$ cat config.mk
export PLATFORM = sky130hd
export DESIGN_NAME = tdl_trim_cfg
export DESIGN_NICKNAME = d
export VERILOG_FILES = /design/src/verilog/tdl_trim_cfg.v /design/src/verilog/tdl_fuse_rom.v
export VERILOG_INCLUDE_DIRS = /design/src /design/src/include
export SDC_FILE = /design/constraint.sdc
export NUM_CORES = 1
export LEC_CHECK = 0
export ABC_AREA = 1
export BUFFER_PORTS_ARGS = -buffer_cell sky130_fd_sc_hd__buf_2
export CORE_ASPECT_RATIO = 0.7
export CORE_UTILIZATION = 54
export CTS_CLUSTER_DIAMETER = 100
export CTS_CLUSTER_SIZE = 16
export DETAILED_ROUTE_END_ITERATION = 8
export PLACE_DENSITY = 0.84
export SLEW_MARGIN = 30
export SYNTH_ARGS = -nofsm -noshare
export SYNTH_HDL_FRONTEND = slang
export SYNTH_SLANG_ARGS = --single-unit
$ cat constraint.sdc
create_clock -name sys_clk -period 2.1 [get_ports sys_clk]
set_input_delay 0.21 -clock sys_clk [delete_from_list [all_inputs] [get_ports sys_clk]]
set_output_delay 0.21 -clock sys_clk [all_outputs]
set_load 0.01 [all_outputs]
$ cat src/include/tdl_regs.vh
`ifndef TDL_REGS_VH
`define TDL_REGS_VH
// register word indices (printed offsets are not all multiples of four: byte address = index * 4)
`define TDL_IDX_GAIN_A      10'h07a
`define TDL_IDX_GAIN_B      10'h07b
`define TDL_IDX_BGAP        10'h07c
`define TDL_IDX_TERM_A      10'h07e
`define TDL_IDX_TERM_B      10'h07f
`define TDL_IDX_DITHER      10'h09d
`define TDL_IDX_LSBCTL      10'h160
`define TDL_IDX_SEROUT      10'h200
`define TDL_IDX_CALCTL      10'h3f0
`define TDL_IDX_STATUS      10'h3f1
`define TDL_RST_DITHER      8'h01
`define TDL_RST_LSBCTL      8'h00
`define TDL_RST_SEROUT      8'h01
`define TDL_RST_CALCTL      8'h00
`define TDL_RST_TRIM        8'h00
`define TDL_BIT_DITHER_ON   0
`define TDL_BIT_DITHER_AMP  1
`define TDL_BIT_DITHER_RND  2
`define TDL_BIT_STAMP_ON    0
`define TDL_BIT_SEROUT_ON   0
`define TDL_BIT_CAL_ON      0
`define TDL_BIT_SYNC_RX_ON  1
`define TDL_BIT_MODE12      0
`define TDL_BGAP_MSB        3
// factory words, fetched one per cycle from fuse storage
`define TDL_FUSE_WORDS      5
`define TDL_PIPE_STAGES     4
`define TDL_CLK_MHZ         10
`endif

$ cat src/verilog/tdl_trim_cfg.v
`default_nettype none
`include "tdl_regs.vh"
module tdl_trim_cfg (
  // clock and reset
  input  wire        sys_clk,
  input  wire        reset_n,
  // avalon-mm slave
  input  wire [11:0] avs_address,
  input  wire        avs_read,
  input  wire        avs_write,
  input  wire [31:0] avs_writedata,
  input  wire [3:0]  avs_byteenable,
  output reg  [31:0] avs_readdata,
  output wire        avs_waitrequest,
  // sample stream
  input  wire [11:0] sampleIn,
  input  wire        sampleValid,
  input  wire        stampPin,
  output reg  [11:0] sampleOut,
  output reg         sampleOutValid,
  // trim and control outputs
  output wire [7:0]  gainTrimA,
  output wire [7:0]  gainTrimB,
  output wire [3:0]  bgapTrim,
  output wire [7:0]  termTrimA,
  output wire [7:0]  termTrimB,
  output wire        ditherOn,
  output wire        ditherAmpLarge,
  output wire        ditherRoundOffset,
  output wire        syncPinReceiverOn,
  output wire        calOn,
  output wire        serialReset,
  output wire        serializerPowerDown,
  output wire        serialClkGate,
  output wire        frameCntReset,
  output wire        sysrefAccept,
  output wire [4:0]  ilaCtrlBits
);
  localparam ST_LOAD = 2'd0;
  localparam ST_WAIT = 2'd1;
  localparam ST_RUN  = 2'd2;

  reg  [1:0]  state_q;
  reg  [2:0]  fuseIdx_q;
  reg         fuseValid_q;
  wire [7:0]  fuseData;
  reg  [7:0]  gainA_q;
  reg  [7:0]  gainB_q;
  reg  [7:0]  bgap_q;
  reg  [7:0]  termA_q;
  reg  [7:0]  termB_q;
  reg  [7:0]  dither_q;
  reg  [7:0]  lsbCtl_q;
  reg  [7:0]  serOut_q;
  reg  [7:0]  calCtl_q;
  reg         ack_q;
  reg         stampSync1_q, stampSync2_q;
  reg  [`TDL_PIPE_STAGES-1:0] stampPipe_q;
  reg  [12*`TDL_PIPE_STAGES-1:0] dataPipe_q;
  reg  [`TDL_PIPE_STAGES-1:0] validPipe_q;
  wire [9:0]  idx;
  wire        busy;
  wire        wrEn;
  wire [11:0] lastData;
  wire        lastStamp;

  assign idx  = avs_address[11:2];
  assign busy = (state_q != ST_RUN);
  // reads and writes wait until the factory load is complete; one wait cycle otherwise
  assign avs_waitrequest = (avs_read | avs_write) & (busy | ~ack_q);
  assign wrEn = avs_write & ~busy & ack_q & avs_byteenable[0];

  tdl_fuse_rom u_fuse (
    .sys_clk (sys_clk),
    .addr    (fuseIdx_q),
    .rdData  (fuseData)
  );

  // fuse fetch sequencer: one word per cycle after release of reset
  always @(posedge sys_clk or negedge reset_n) begin
    if (!reset_n) begin
      state_q     <= ST_LOAD;
      fuseIdx_q   <= 3'h0;
      fuseValid_q <= 1'b0;
    end else begin
      case (state_q)
        ST_LOAD: begin
          fuseValid_q <= 1'b1;
          if (fuseIdx_q == 3'd`TDL_FUSE_WORDS - 3'd1) begin
            state_q <= ST_WAIT;
          end else begin
            fuseIdx_q <= fuseIdx_q + 3'd1;
          end
        end
        ST_WAIT: begin
          fuseValid_q <= 1'b0;
          state_q     <= ST_RUN;
        end
        ST_RUN:  state_q <= ST_RUN;
        default: state_q <= ST_LOAD;
      endcase
    end
  end

  // rom data lags its address by one cycle
  reg [2:0] fuseIdxD_q;
  always @(posedge sys_clk or negedge reset_n) begin
    if (!reset_n) begin
      fuseIdxD_q <= 3'h0;
    end else begin
      fuseIdxD_q <= fuseIdx_q;
    end
  end

  always @(posedge sys_clk or negedge reset_n) begin
    if (!reset_n) begin
      ack_q <= 1'b0;
    end else begin
      ack_q <= (avs_read | avs_write) & ~busy & ~ack_q;
    end
  end

  // factory load strobes: a word lands the cycle after the rom returns it
  wire        fuseLdGainA;
  wire        fuseLdGainB;
  wire        fuseLdBgap;
  wire        fuseLdTermA;
  wire        fuseLdTermB;
  // software write strobes, one per register
  wire        wrGainA;
  wire        wrGainB;
  wire        wrBgap;
  wire        wrTermA;
  wire        wrTermB;
  wire        wrDither;
  wire        wrLsbCtl;
  wire        wrSerOut;
  wire        wrCalCtl;

  assign fuseLdGainA = fuseValid_q & (fuseIdxD_q == 3'h0);
  assign fuseLdGainB = fuseValid_q & (fuseIdxD_q == 3'h1);
  assign fuseLdBgap  = fuseValid_q & (fuseIdxD_q == 3'h2);
  assign fuseLdTermA = fuseValid_q & (fuseIdxD_q == 3'h3);
  assign fuseLdTermB = fuseValid_q & (fuseIdxD_q == 3'h4);
  assign wrGainA     = wrEn & (idx == `TDL_IDX_GAIN_A);
  assign wrGainB     = wrEn & (idx == `TDL_IDX_GAIN_B);
  assign wrBgap      = wrEn & (idx == `TDL_IDX_BGAP);
  assign wrTermA     = wrEn & (idx == `TDL_IDX_TERM_A);
  assign wrTermB     = wrEn & (idx == `TDL_IDX_TERM_B);
  assign wrDither    = wrEn & (idx == `TDL_IDX_DITHER);
  assign wrLsbCtl    = wrEn & (idx == `TDL_IDX_LSBCTL);
  assign wrSerOut    = wrEn & (idx == `TDL_IDX_SEROUT);
  assign wrCalCtl    = wrEn & (idx == `TDL_IDX_CALCTL);

  // trim words: zero in reset, then the factory word, then software
  always @(posedge sys_clk or negedge reset_n) begin
    if (!reset_n) begin
      gainA_q <= `TDL_RST_TRIM;
    end else if (fuseLdGainA) begin
      gainA_q <= fuseData;
    end else if (wrGainA) begin
      gainA_q <= avs_writedata[7:0];
    end
  end

  always @(posedge sys_clk or negedge reset_n) begin
    if (!reset_n) begin
      gainB_q <= `TDL_RST_TRIM;
    end else if (fuseLdGainB) begin
      gainB_q <= fuseData;
    end else if (wrGainB) begin
      gainB_q <= avs_writedata[7:0];
    end
  end

  always @(posedge sys_clk or negedge reset_n) begin
    if (!reset_n) begin
      bgap_q <= `TDL_RST_TRIM;
    end else if (fuseLdBgap) begin
      bgap_q <= {4'h0, fuseData[`TDL_BGAP_MSB:0]};
    end else if (wrBgap) begin
      bgap_q <= avs_writedata[7:0];
    end
  end

  always @(posedge sys_clk or negedge reset_n) begin
    if (!reset_n) begin
      termA_q <= `TDL_RST_TRIM;
    end else if (fuseLdTermA) begin
      termA_q <= fuseData;
    end else if (wrTermA) begin
      termA_q <= avs_writedata[7:0];
    end
  end

  always @(posedge sys_clk or negedge reset_n) begin
    if (!reset_n) begin
      termB_q <= `TDL_RST_TRIM;
    end else if (fuseLdTermB) begin
      termB_q <= fuseData;
    end else if (wrTermB) begin
      termB_q <= avs_writedata[7:0];
    end
  end

  // control words hold reserved bits as plain storage
  always @(posedge sys_clk or negedge reset_n) begin
    if (!reset_n) begin
      dither_q <= `TDL_RST_DITHER;
    end else if (wrDither) begin
      dither_q <= avs_writedata[7:0];
    end
  end

  always @(posedge sys_clk or negedge reset_n) begin
    if (!reset_n) begin
      lsbCtl_q <= `TDL_RST_LSBCTL;
    end else if (wrLsbCtl) begin
      lsbCtl_q <= avs_writedata[7:0];
    end
  end

  always @(posedge sys_clk or negedge reset_n) begin
    if (!reset_n) begin
      serOut_q <= `TDL_RST_SEROUT;
    end else if (wrSerOut) begin
      serOut_q <= avs_writedata[7:0];
    end
  end

  always @(posedge sys_clk or negedge reset_n) begin
    if (!reset_n) begin
      calCtl_q <= `TDL_RST_CALCTL;
    end else if (wrCalCtl) begin
      calCtl_q <= avs_writedata[7:0];
    end
  end

  // the read word is captured in the first cycle of a request after the factory load and then frozen
  wire        rdTake;
  assign rdTake = avs_read & ~busy & ~ack_q;

  // read mux; unmapped addresses answer zero
  always @(posedge sys_clk or negedge reset_n) begin
    if (!reset_n) begin
      avs_readdata <= 32'h0000_0000;
    end else if (rdTake) begin
      case (idx)
        `TDL_IDX_GAIN_A: avs_readdata <= {24'h0, gainA_q};
        `TDL_IDX_GAIN_B: avs_readdata <= {24'h0, gainB_q};
        `TDL_IDX_BGAP:   avs_readdata <= {24'h0, bgap_q};
        `TDL_IDX_TERM_A: avs_readdata <= {24'h0, termA_q};
        `TDL_IDX_TERM_B: avs_readdata <= {24'h0, termB_q};
        `TDL_IDX_DITHER: avs_readdata <= {24'h0, dither_q};
        `TDL_IDX_LSBCTL: avs_readdata <= {24'h0, lsbCtl_q};
        `TDL_IDX_SEROUT: avs_readdata <= {24'h0, serOut_q};
        `TDL_IDX_CALCTL: avs_readdata <= {24'h0, calCtl_q};
        `TDL_IDX_STATUS: avs_readdata <= {30'h0, serialReset, busy};
        default:         avs_readdata <= 32'h0000_0000;
      endcase
    end
  end

  assign gainTrimA         = gainA_q;
  assign gainTrimB         = gainB_q;
  assign bgapTrim          = bgap_q[`TDL_BGAP_MSB:0];
  assign termTrimA         = termA_q;
  assign termTrimB         = termB_q;
  assign ditherOn          = dither_q[`TDL_BIT_DITHER_ON];
  assign ditherAmpLarge    = dither_q[`TDL_BIT_DITHER_AMP];
  assign ditherRoundOffset = dither_q[`TDL_BIT_DITHER_RND];
  // receiver enable is software's job; it sits beside cal enable here
  assign syncPinReceiverOn = calCtl_q[`TDL_BIT_SYNC_RX_ON];
  assign calOn             = calCtl_q[`TDL_BIT_CAL_ON];
  // ordering against cal enable is software's duty and is not interlocked
  assign serialReset         = ~serOut_q[`TDL_BIT_SEROUT_ON];
  assign serializerPowerDown = ~serOut_q[`TDL_BIT_SEROUT_ON];
  assign serialClkGate       = ~serOut_q[`TDL_BIT_SEROUT_ON];
  assign frameCntReset       = ~serOut_q[`TDL_BIT_SEROUT_ON];
  assign sysrefAccept        = serOut_q[`TDL_BIT_SEROUT_ON];
  assign ilaCtrlBits         = 5'h00;

  // timestamp pin: two-flop sync, then the same pipeline depth as the data
  always @(posedge sys_clk or negedge reset_n) begin
    if (!reset_n) begin
      stampSync1_q <= 1'b0;
      stampSync2_q <= 1'b0;
    end else begin
      stampSync1_q <= stampPin;
      stampSync2_q <= stampSync1_q;
    end
  end

  // next stage values; stage zero takes the synchronised pin and the raw sample
  wire [`TDL_PIPE_STAGES-1:0]    stampPipe_d;
  wire [12*`TDL_PIPE_STAGES-1:0] dataPipe_d;
  wire [`TDL_PIPE_STAGES-1:0]    validPipe_d;

  genvar g;
  generate
    for (g = 0; g < `TDL_PIPE_STAGES; g = g + 1) begin : gPipe
      if (g == 0) begin : gHead
        assign stampPipe_d[g]         = stampSync2_q;
        assign dataPipe_d[12*g +: 12] = sampleIn;
        assign validPipe_d[g]         = sampleValid;
      end else begin : gBody
        assign stampPipe_d[g]         = stampPipe_q[g-1];
        assign dataPipe_d[12*g +: 12] = dataPipe_q[12*(g-1) +: 12];
        assign validPipe_d[g]         = validPipe_q[g-1];
      end
    end
  endgenerate

  // one process moves all stages so each pipeline register has a single driver
  always @(posedge sys_clk or negedge reset_n) begin
    if (!reset_n) begin
      stampPipe_q <= {`TDL_PIPE_STAGES{1'b0}};
      dataPipe_q  <= {(12*`TDL_PIPE_STAGES){1'b0}};
      validPipe_q <= {`TDL_PIPE_STAGES{1'b0}};
    end else begin
      stampPipe_q <= stampPipe_d;
      dataPipe_q  <= dataPipe_d;
      validPipe_q <= validPipe_d;
    end
  end

  assign lastData  = dataPipe_q[12*`TDL_PIPE_STAGES-1 -: 12];
  assign lastStamp = stampPipe_q[`TDL_PIPE_STAGES-1];

  // 8-bit samples sit in [11:4]; the stamp replaces that mode's own lsb
  always @(posedge sys_clk or negedge reset_n) begin
    if (!reset_n) begin
      sampleOut      <= 12'h000;
      sampleOutValid <= 1'b0;
    end else begin
      sampleOutValid <= validPipe_q[`TDL_PIPE_STAGES-1] & ~serialReset;
      if (!lsbCtl_q[`TDL_BIT_STAMP_ON]) begin
        sampleOut <= lastData;
      end else if (lsbCtl_q[4 + `TDL_BIT_MODE12]) begin
        sampleOut <= {lastData[11:1], lastStamp};
      end else begin
        sampleOut <= {lastData[11:5], lastStamp, 4'h0};
      end
    end
  end
endmodule // tdl_trim_cfg
`default_nettype wire

$ cat src/verilog/tdl_fuse_rom.v
`default_nettype none
`include "tdl_regs.vh"
module tdl_fuse_rom (
  // clock
  input  wire       sys_clk,
  // read port
  input  wire [2:0] addr,
  output reg  [7:0] rdData
);
  parameter [7:0] FUSE_GAIN_A = 8'h80;
  parameter [7:0] FUSE_GAIN_B = 8'h80;
  parameter [7:0] FUSE_BGAP   = 8'h08;
  parameter [7:0] FUSE_TERM_A = 8'h40;
  parameter [7:0] FUSE_TERM_B = 8'h40;

  // registered output models the fuse sense amplifier latch
  always @(posedge sys_clk) begin
    case (addr)
      3'h0:    rdData <= FUSE_GAIN_A;
      3'h1:    rdData <= FUSE_GAIN_B;
      3'h2:    rdData <= FUSE_BGAP;
      3'h3:    rdData <= FUSE_TERM_A;
      3'h4:    rdData <= FUSE_TERM_B;
      default: rdData <= 8'h00;
    endcase
  end
endmodule // tdl_fuse_rom
`default_nettype wire

== After elaboration in Yosys (flattened, before gate mapping) ==
Cells that the tools add are included.
Storage, ports and cells
  register bits: 193
  input bits: 66
Cells by class
  equal/unequal tests: 22
  bitwise gates (word level): 29
  multiplexer cells: 17
  reduce and logical (&&, ||, !) cells: 13
  add/sub/neg operators: 1
Operator list (count)
  8-bit 2-to-1 mux: 10
  8-bit case mux with 10 select lines: 1
  10-bit by 7-bit equality test with 1-bit output, second input constant: 5
  10-bit equality test, second input constant: 3
  8-bit case mux with 3 select lines: 1
  1-bit AND: 23
  3-bit by 2-bit equality test with 1-bit output, second input constant: 4
  2-bit nonzero test: 6
  10-bit by 8-bit equality test with 1-bit output, second input constant: 1
  10-bit by 9-bit equality test with 1-bit output, second input constant: 1
  5-bit 2-to-1 mux: 2
  3-bit by 1-bit equality test with 1-bit output, second input constant: 2
  3-bit equality test, second input constant: 2
  3-bit zero test: 2
  2-bit OR reduction: 3
  2-bit != test, second input constant: 2
  1-bit inverter: 4
  2-bit case mux with 2 select lines: 1
  3-bit by 1-bit adder with 3-bit output, second input constant: 1
  2-bit by 1-bit equality test with 1-bit output, second input constant: 1
  2-bit equality test, second input constant: 1
  2-bit zero test: 1
  2-bit 2-to-1 mux: 1
  1-bit OR: 2
  2 further kinds: 2

== Longest topological paths before layout ==
  depth after elaboration: 8
  gate-level depth with buffers: 12
  gate-level depth less buffers: 11

== Hierarchy ==
Synthesis repeated with hierarchy kept, for this count alone.
Second synthesis, totals
  cell total of the unflattened synthesis: 748
  area, all modules: 6999.2 µm²
By module, submodules not included
  tdl_trim_cfg: cells each 731, instances 1, area each 6866.6 µm²
  tdl_fuse_rom: cells each 17, instances 1, area each 132.6 µm²

== Worst setup path before layout ==
Ideal clock, no wire load.
  path type: register to register
  start point: reg state_q[0]
  end point: reg dither_q[5]
  setup slack: 446 ps
  arrival time: 1524 ps
  data required time: 1969 ps
  path buffers: 1
  period minus slack after synthesis: 1654 ps
  stages on the path, launching flop included: 11
  cells stage by stage: dfrtp_1 > inv_1 > ha_1 > nand2_1 > inv_1 > nand3_4 > clkinv_2 > nand4_2 > clkbuf_1 > nand2_1 > o21ai_0
Between the ends
  word-level cells in the longest chain between the ends: 6
RTL lines
  start, declared: RTL line tdl_trim_cfg.v:43  | reg [1:0] state_q;
  start signal, assigned: RTL line tdl_trim_cfg.v:82  | state_q <= ST_LOAD;
  start signal, assigned: RTL line tdl_trim_cfg.v:90  | state_q <= ST_WAIT;
  start signal, assigned: RTL line tdl_trim_cfg.v:97  | state_q <= ST_RUN;
  2-bit != test: RTL line tdl_trim_cfg.v:68  | assign busy = (state_q != ST_RUN);
  1-bit inverter: RTL line tdl_trim_cfg.v:71  | assign wrEn = avs_write & ~busy & ack_q & avs_byteenable[0];
  1-bit AND (3 in series): RTL line tdl_trim_cfg.v:71
  1-bit AND: RTL line tdl_trim_cfg.v:150  | assign wrDither = wrEn & (idx == `TDL_IDX_DITHER);
  end signal, assigned: RTL line tdl_trim_cfg.v:209  | dither_q <= `TDL_RST_DITHER;
  end signal, assigned: RTL line tdl_trim_cfg.v:211  | dither_q <= avs_writedata[7:0];
  end, declared: RTL line tdl_trim_cfg.v:52  | reg [7:0] dither_q;
Every way passes these cells.
A chain may end at the register's enable or synchronous reset.

== Worst setup path after layout ==
  start point: reg state_q[0]
  end point: reg termB_q[3], in the netlist termTrimB[3]
Between the ends
  word-level cells in the longest chain between the ends: 7
RTL lines
  2-bit != test: RTL line tdl_trim_cfg.v:68
  1-bit inverter: RTL line tdl_trim_cfg.v:71
  1-bit AND (3 in series): RTL line tdl_trim_cfg.v:71
  1-bit AND: RTL line tdl_trim_cfg.v:149  | assign wrTermB = wrEn & (idx == `TDL_IDX_TERM_B);
  2-bit nonzero test (no source line)
  end signal, assigned: RTL line tdl_trim_cfg.v:198  | termB_q <= `TDL_RST_TRIM;
  end signal, assigned: RTL line tdl_trim_cfg.v:200  | termB_q <= fuseData;
  end signal, assigned: RTL line tdl_trim_cfg.v:202  | termB_q <= avs_writedata[7:0];
  end, declared: RTL line tdl_trim_cfg.v:51  | reg [7:0] termB_q;
Every way passes these cells.

==> metrics.log <==
INFO  metric achievable-frequency = approximately 500 MHz
INFO  metric vias = between 5000 and 6000
INFO  metric clk_path_buf_depth = 2
INFO  metric clk_root_buf = sky130_fd_sc_hd__clkbuf_16
INFO  metric routed_wirelength = approximately 18 mm
INFO  metric clock_latency = 0.42 ns
INFO  metric final_layout_size_suffix_gt1_share = around a fifth
INFO  metric instances_no_fill = just over 1000
INFO  metric x_dimension_of_the_die = between 100 and 150 um
INFO  metric setup_repair_after_global_routing_missed_its_margin = false
INFO  metric synth_area_leaders = sky130_fd_sc_hd__dfrtp_1, sky130_fd_sc_hd__nand2_1, sky130_fd_sc_hd__nor2_1
INFO  metric leakage = 4.24 nW
INFO  metric nFillCells = approximately 950
INFO  metric gpl.final_weighted_congestion = about 1
INFO  metric grt_overflow_total = 0
INFO  metric met1Wirelength = between 7 and 8 mm
INFO  metric critical_path.slowest_cell = sky130_fd_sc_hd__dfrtp_1
INFO  metric grt_max_degree = 56
INFO  metric tightest_hold_check_type = input port to flip-flop
INFO  metric drt_iter0_drc = approximately 760
INFO  metric design.die.area = between 10000 and 15000 um2
INFO  metric routed-wl-met3 = roughly 2.2 mm
INFO  metric synth_area_per_cell = roughly 9.6 um2
INFO  metric drv.max_cap_violation_count = 0
INFO  metric min_period_over_period = between 90% and 100%
INFO  metric final-max-slew-violation-count = 0
INFO  metric fin_tns_setup = 0 ns
INFO  metric antennaDiodeCount = 0
INFO  metric synth_top_area_share = 58.1%
INFO  metric cts_buffers = 17
INFO  metric end_kind = flip-flop
INFO  metric max_stage_delay = a little under 0.4 ns
INFO  metric tritoncts = done
INFO  metric startpoint_type = flip-flop
INFO  metric cp_top_family = simple AND/OR/NAND/NOR gates
INFO  metric fp.coreArea = around 12000 um2
INFO  metric first_pass_iteration_count_of_the_detailed_router = 8
INFO  metric grt_first_pass_wirelength = 27.6 mm
INFO  metric post_synth_instance_area = a little under 7000 um2
INFO  metric detailroute.wirelength.met2 = between 7 and 8 mm
INFO  metric final_net_count = 917
INFO  metric post_dp_cell_area = around 7400 um2
INFO  metric clock-sinks = approximately 160
INFO  metric routed_via_density = roughly 5.5
INFO  metric vdd_drop_max = about 0.59 mV
INFO  metric synth_top_area_cell = sky130_fd_sc_hd__dfrtp_1
INFO  metric io_pins = 163
INFO  metric largest_register_ff_count = 48
INFO  metric worst-setup-path-type = flip-flop to flip-flop
INFO  metric number_of_post_cts_setup_repair_buffers = 0
INFO  metric grt_antenna_before_repair = 0
INFO  metric dp_cells = just under 1000
INFO  metric core.rowCount = 34
INFO  metric cts.reportedPaths.clkPinSlew = 0.07 ns
INFO  metric synth.yosys.seq_area_share = 59.7%
INFO  metric initial_cell_density_of_the_core = between 50 and 60%
INFO  metric critical_path.cell_chain = inv_1, ha_1, nand2_1, inv_1, nand3_4, nor3_2, nand2_1, nor2_1, nor3_1
INFO  metric power_per_cell_area = ~810 nW/um2
INFO  metric timing.final.hold_violations = 0
INFO  metric dp_hpwl = about 12 mm
INFO  metric crit_buf_inv = 2
INFO  metric critPathRequiredTime = roughly 2.4 ns
INFO  metric drt.antenna.violating_nets = 0
INFO  metric critical_path.max_fanout = 8
INFO  metric final_core_utilization = ~66%
INFO  metric drt-wirelength-per-cell = between 15 and 20 um
INFO  metric synthesis.instances = between 700 and 800
INFO  metric largest_registers = dataPipe_q (48), sampleOut (12)
INFO  metric relSlewSlack = 63.3%
INFO  metric design_area = between 8000 and 9000 um2
INFO  metric count_of_h_tree_levels_built_during_cts = 4
INFO  metric max_slew.worst_pin.slew = 0.550 ns
INFO  metric area_growth_syn_to_layout = 19.7%
INFO  metric global_route.usage.total = between 20% and 30%
INFO  metric final_period_minus_worst_setup_slack = around 2 ns
INFO  metric detail_route.drc_violations = 0
INFO  metric grt_pass1_vias = about 5200
INFO  metric crit_arrival = around 2.3 ns
INFO  metric die_height = between 90 and 100 um
INFO  metric yosys_warnings = 0
INFO  metric status = finished, final reports clean
INFO  metric postSynthRegisterBits = roughly 160
INFO  metric worst_hold_slack = ~0.074 ns
INFO  metric highest-signal-layer = met4
INFO  metric place.port_buffers = around 100
INFO  metric synthDistinctLibCells = 36
INFO  metric final-setup-viol-count = 0
INFO  metric largest_register = dataPipe_q
INFO  metric clock-skew-final = approximately 0.012 ns
[stage by stage]
step | total power, mW | setup slack, ns
after CTS | 6.65 | 0.0597
after global routing | 6.87 | 0.00861
after detailed placement | 3.63 | 0.139
after global placement | 3.62 | 0.245
after floorplan | 3.48 | 0.446
final | 6.62 | 0.135
[synth_stat cells, drive strengths merged]
master and instances:
o21ai 51, nor3 4, or2 1, a21oi 7, nand4 39, xor2 1
o211ai 1, nand3 49, mux2 1, nand2 147, dfstp 2, clkinv 3
dfrtp 159, ha 7, o22ai 22, dfxtp 3, nor2 94, clkbuf 2
o221ai 3, conb 1, inv 74, buf 46
[cells by family (layout without fill, tap and decap cells)]
logic type                 count (synthesis)  in the layout  share of synthesized area (%)
xor gates and xnor gates                   1              1                          0.128
AOI/OAI and AO/OA                         84             84                           7.01
DFF                                      164            164                           59.7
and+or+nand+nor                          334            334                           22.4
muxes                                      1              1                          0.164
buffers and inverters                    125            237                           9.26
adders and majority gates                  7              7                           1.28
other                                      1             29                         0.0547
[cell usage in the layout, fill, tap and decap left out, types with 4 or more instances in the layout]
cell type	count
sky130_fd_sc_hd__dfrtp_1	159
sky130_fd_sc_hd__ha_1	7
sky130_fd_sc_hd__nor2_1	86
sky130_fd_sc_hd__buf_2	103
sky130_fd_sc_hd__buf_4	7
sky130_fd_sc_hd__nand2_2	4
sky130_fd_sc_hd__o21ai_0	46
sky130_fd_sc_hd__conb_1	29
sky130_fd_sc_hd__nand3_1	40
sky130_fd_sc_hd__nor2_4	4
sky130_fd_sc_hd__inv_1	71
sky130_fd_sc_hd__nand3_2	7
sky130_fd_sc_hd__dlygate4sd3_1	15
sky130_fd_sc_hd__o22ai_1	22
sky130_fd_sc_hd__a21oi_1	7
sky130_fd_sc_hd__clkbuf_16	17
sky130_fd_sc_hd__inv_6	5
sky130_fd_sc_hd__nor2_2	4
sky130_fd_sc_hd__nand2_1	143
sky130_fd_sc_hd__nand4_1	37
[path summary, 6_finish.rpt]
check,start,end,slack (ns),cells past startpoint
setup / recovery,state_q[0],termTrimB[3],0.13,9
hold / removal,avs_writedata[6],gainTrimB[6],0.07,3
setup reg to reg,state_q[0],termTrimB[3],0.13,9
hold reg to reg,stampPipe_q[0],stampPipe_q[1],0.34,0
max in group asynchronous,reset_n,dataPipe_q[46],1.18,3
min in group asynchronous,reset_n,avs_readdata[3],0.25,2
[cell type report]
cell class	instances	area [um2]	share of cell area [%]
flip-flops and latches	164	4090	49.9
multi-input cells	456	2260	27.6
repair buffers	128	769	9.38
clock buffers	17	425	5.19
inverters	77	292	3.56
well taps	162	203	2.47
clock inverters	15	158	1.92
[where the power goes]
part	total, mW	switching [mW]	internal [mW]	leakage [nW]
sequential	3.26	0.0241	3.23	2.06
clock	3.02	1.43	1.59	0.276
combinational	0.347	0.253	0.0935	1.91
total	6.62	1.71	4.91	4.24
[layer usage]
layer  GRT usage, %  up-vias
met1           41.0     2664
met4           8.89        0
met3           9.11       45
li1               -     2535
met5              0        -
met2           41.8      359
[tightest hold or removal path, cell delays in order]
cell                     delay [ns]
sky130_fd_sc_hd__buf_2         0.11
sky130_fd_sc_hd__nor2_1        0.05
sky130_fd_sc_hd__nor2_1        0.09
[what timing repair did]
item	CTS	global route
hold buffers	15	0
endpoints found under the setup margin	0	29
gates resized for setup	0	6
endpoints found under the hold margin	46	0
No activity file was read; power rests on OpenSTA's default activity.
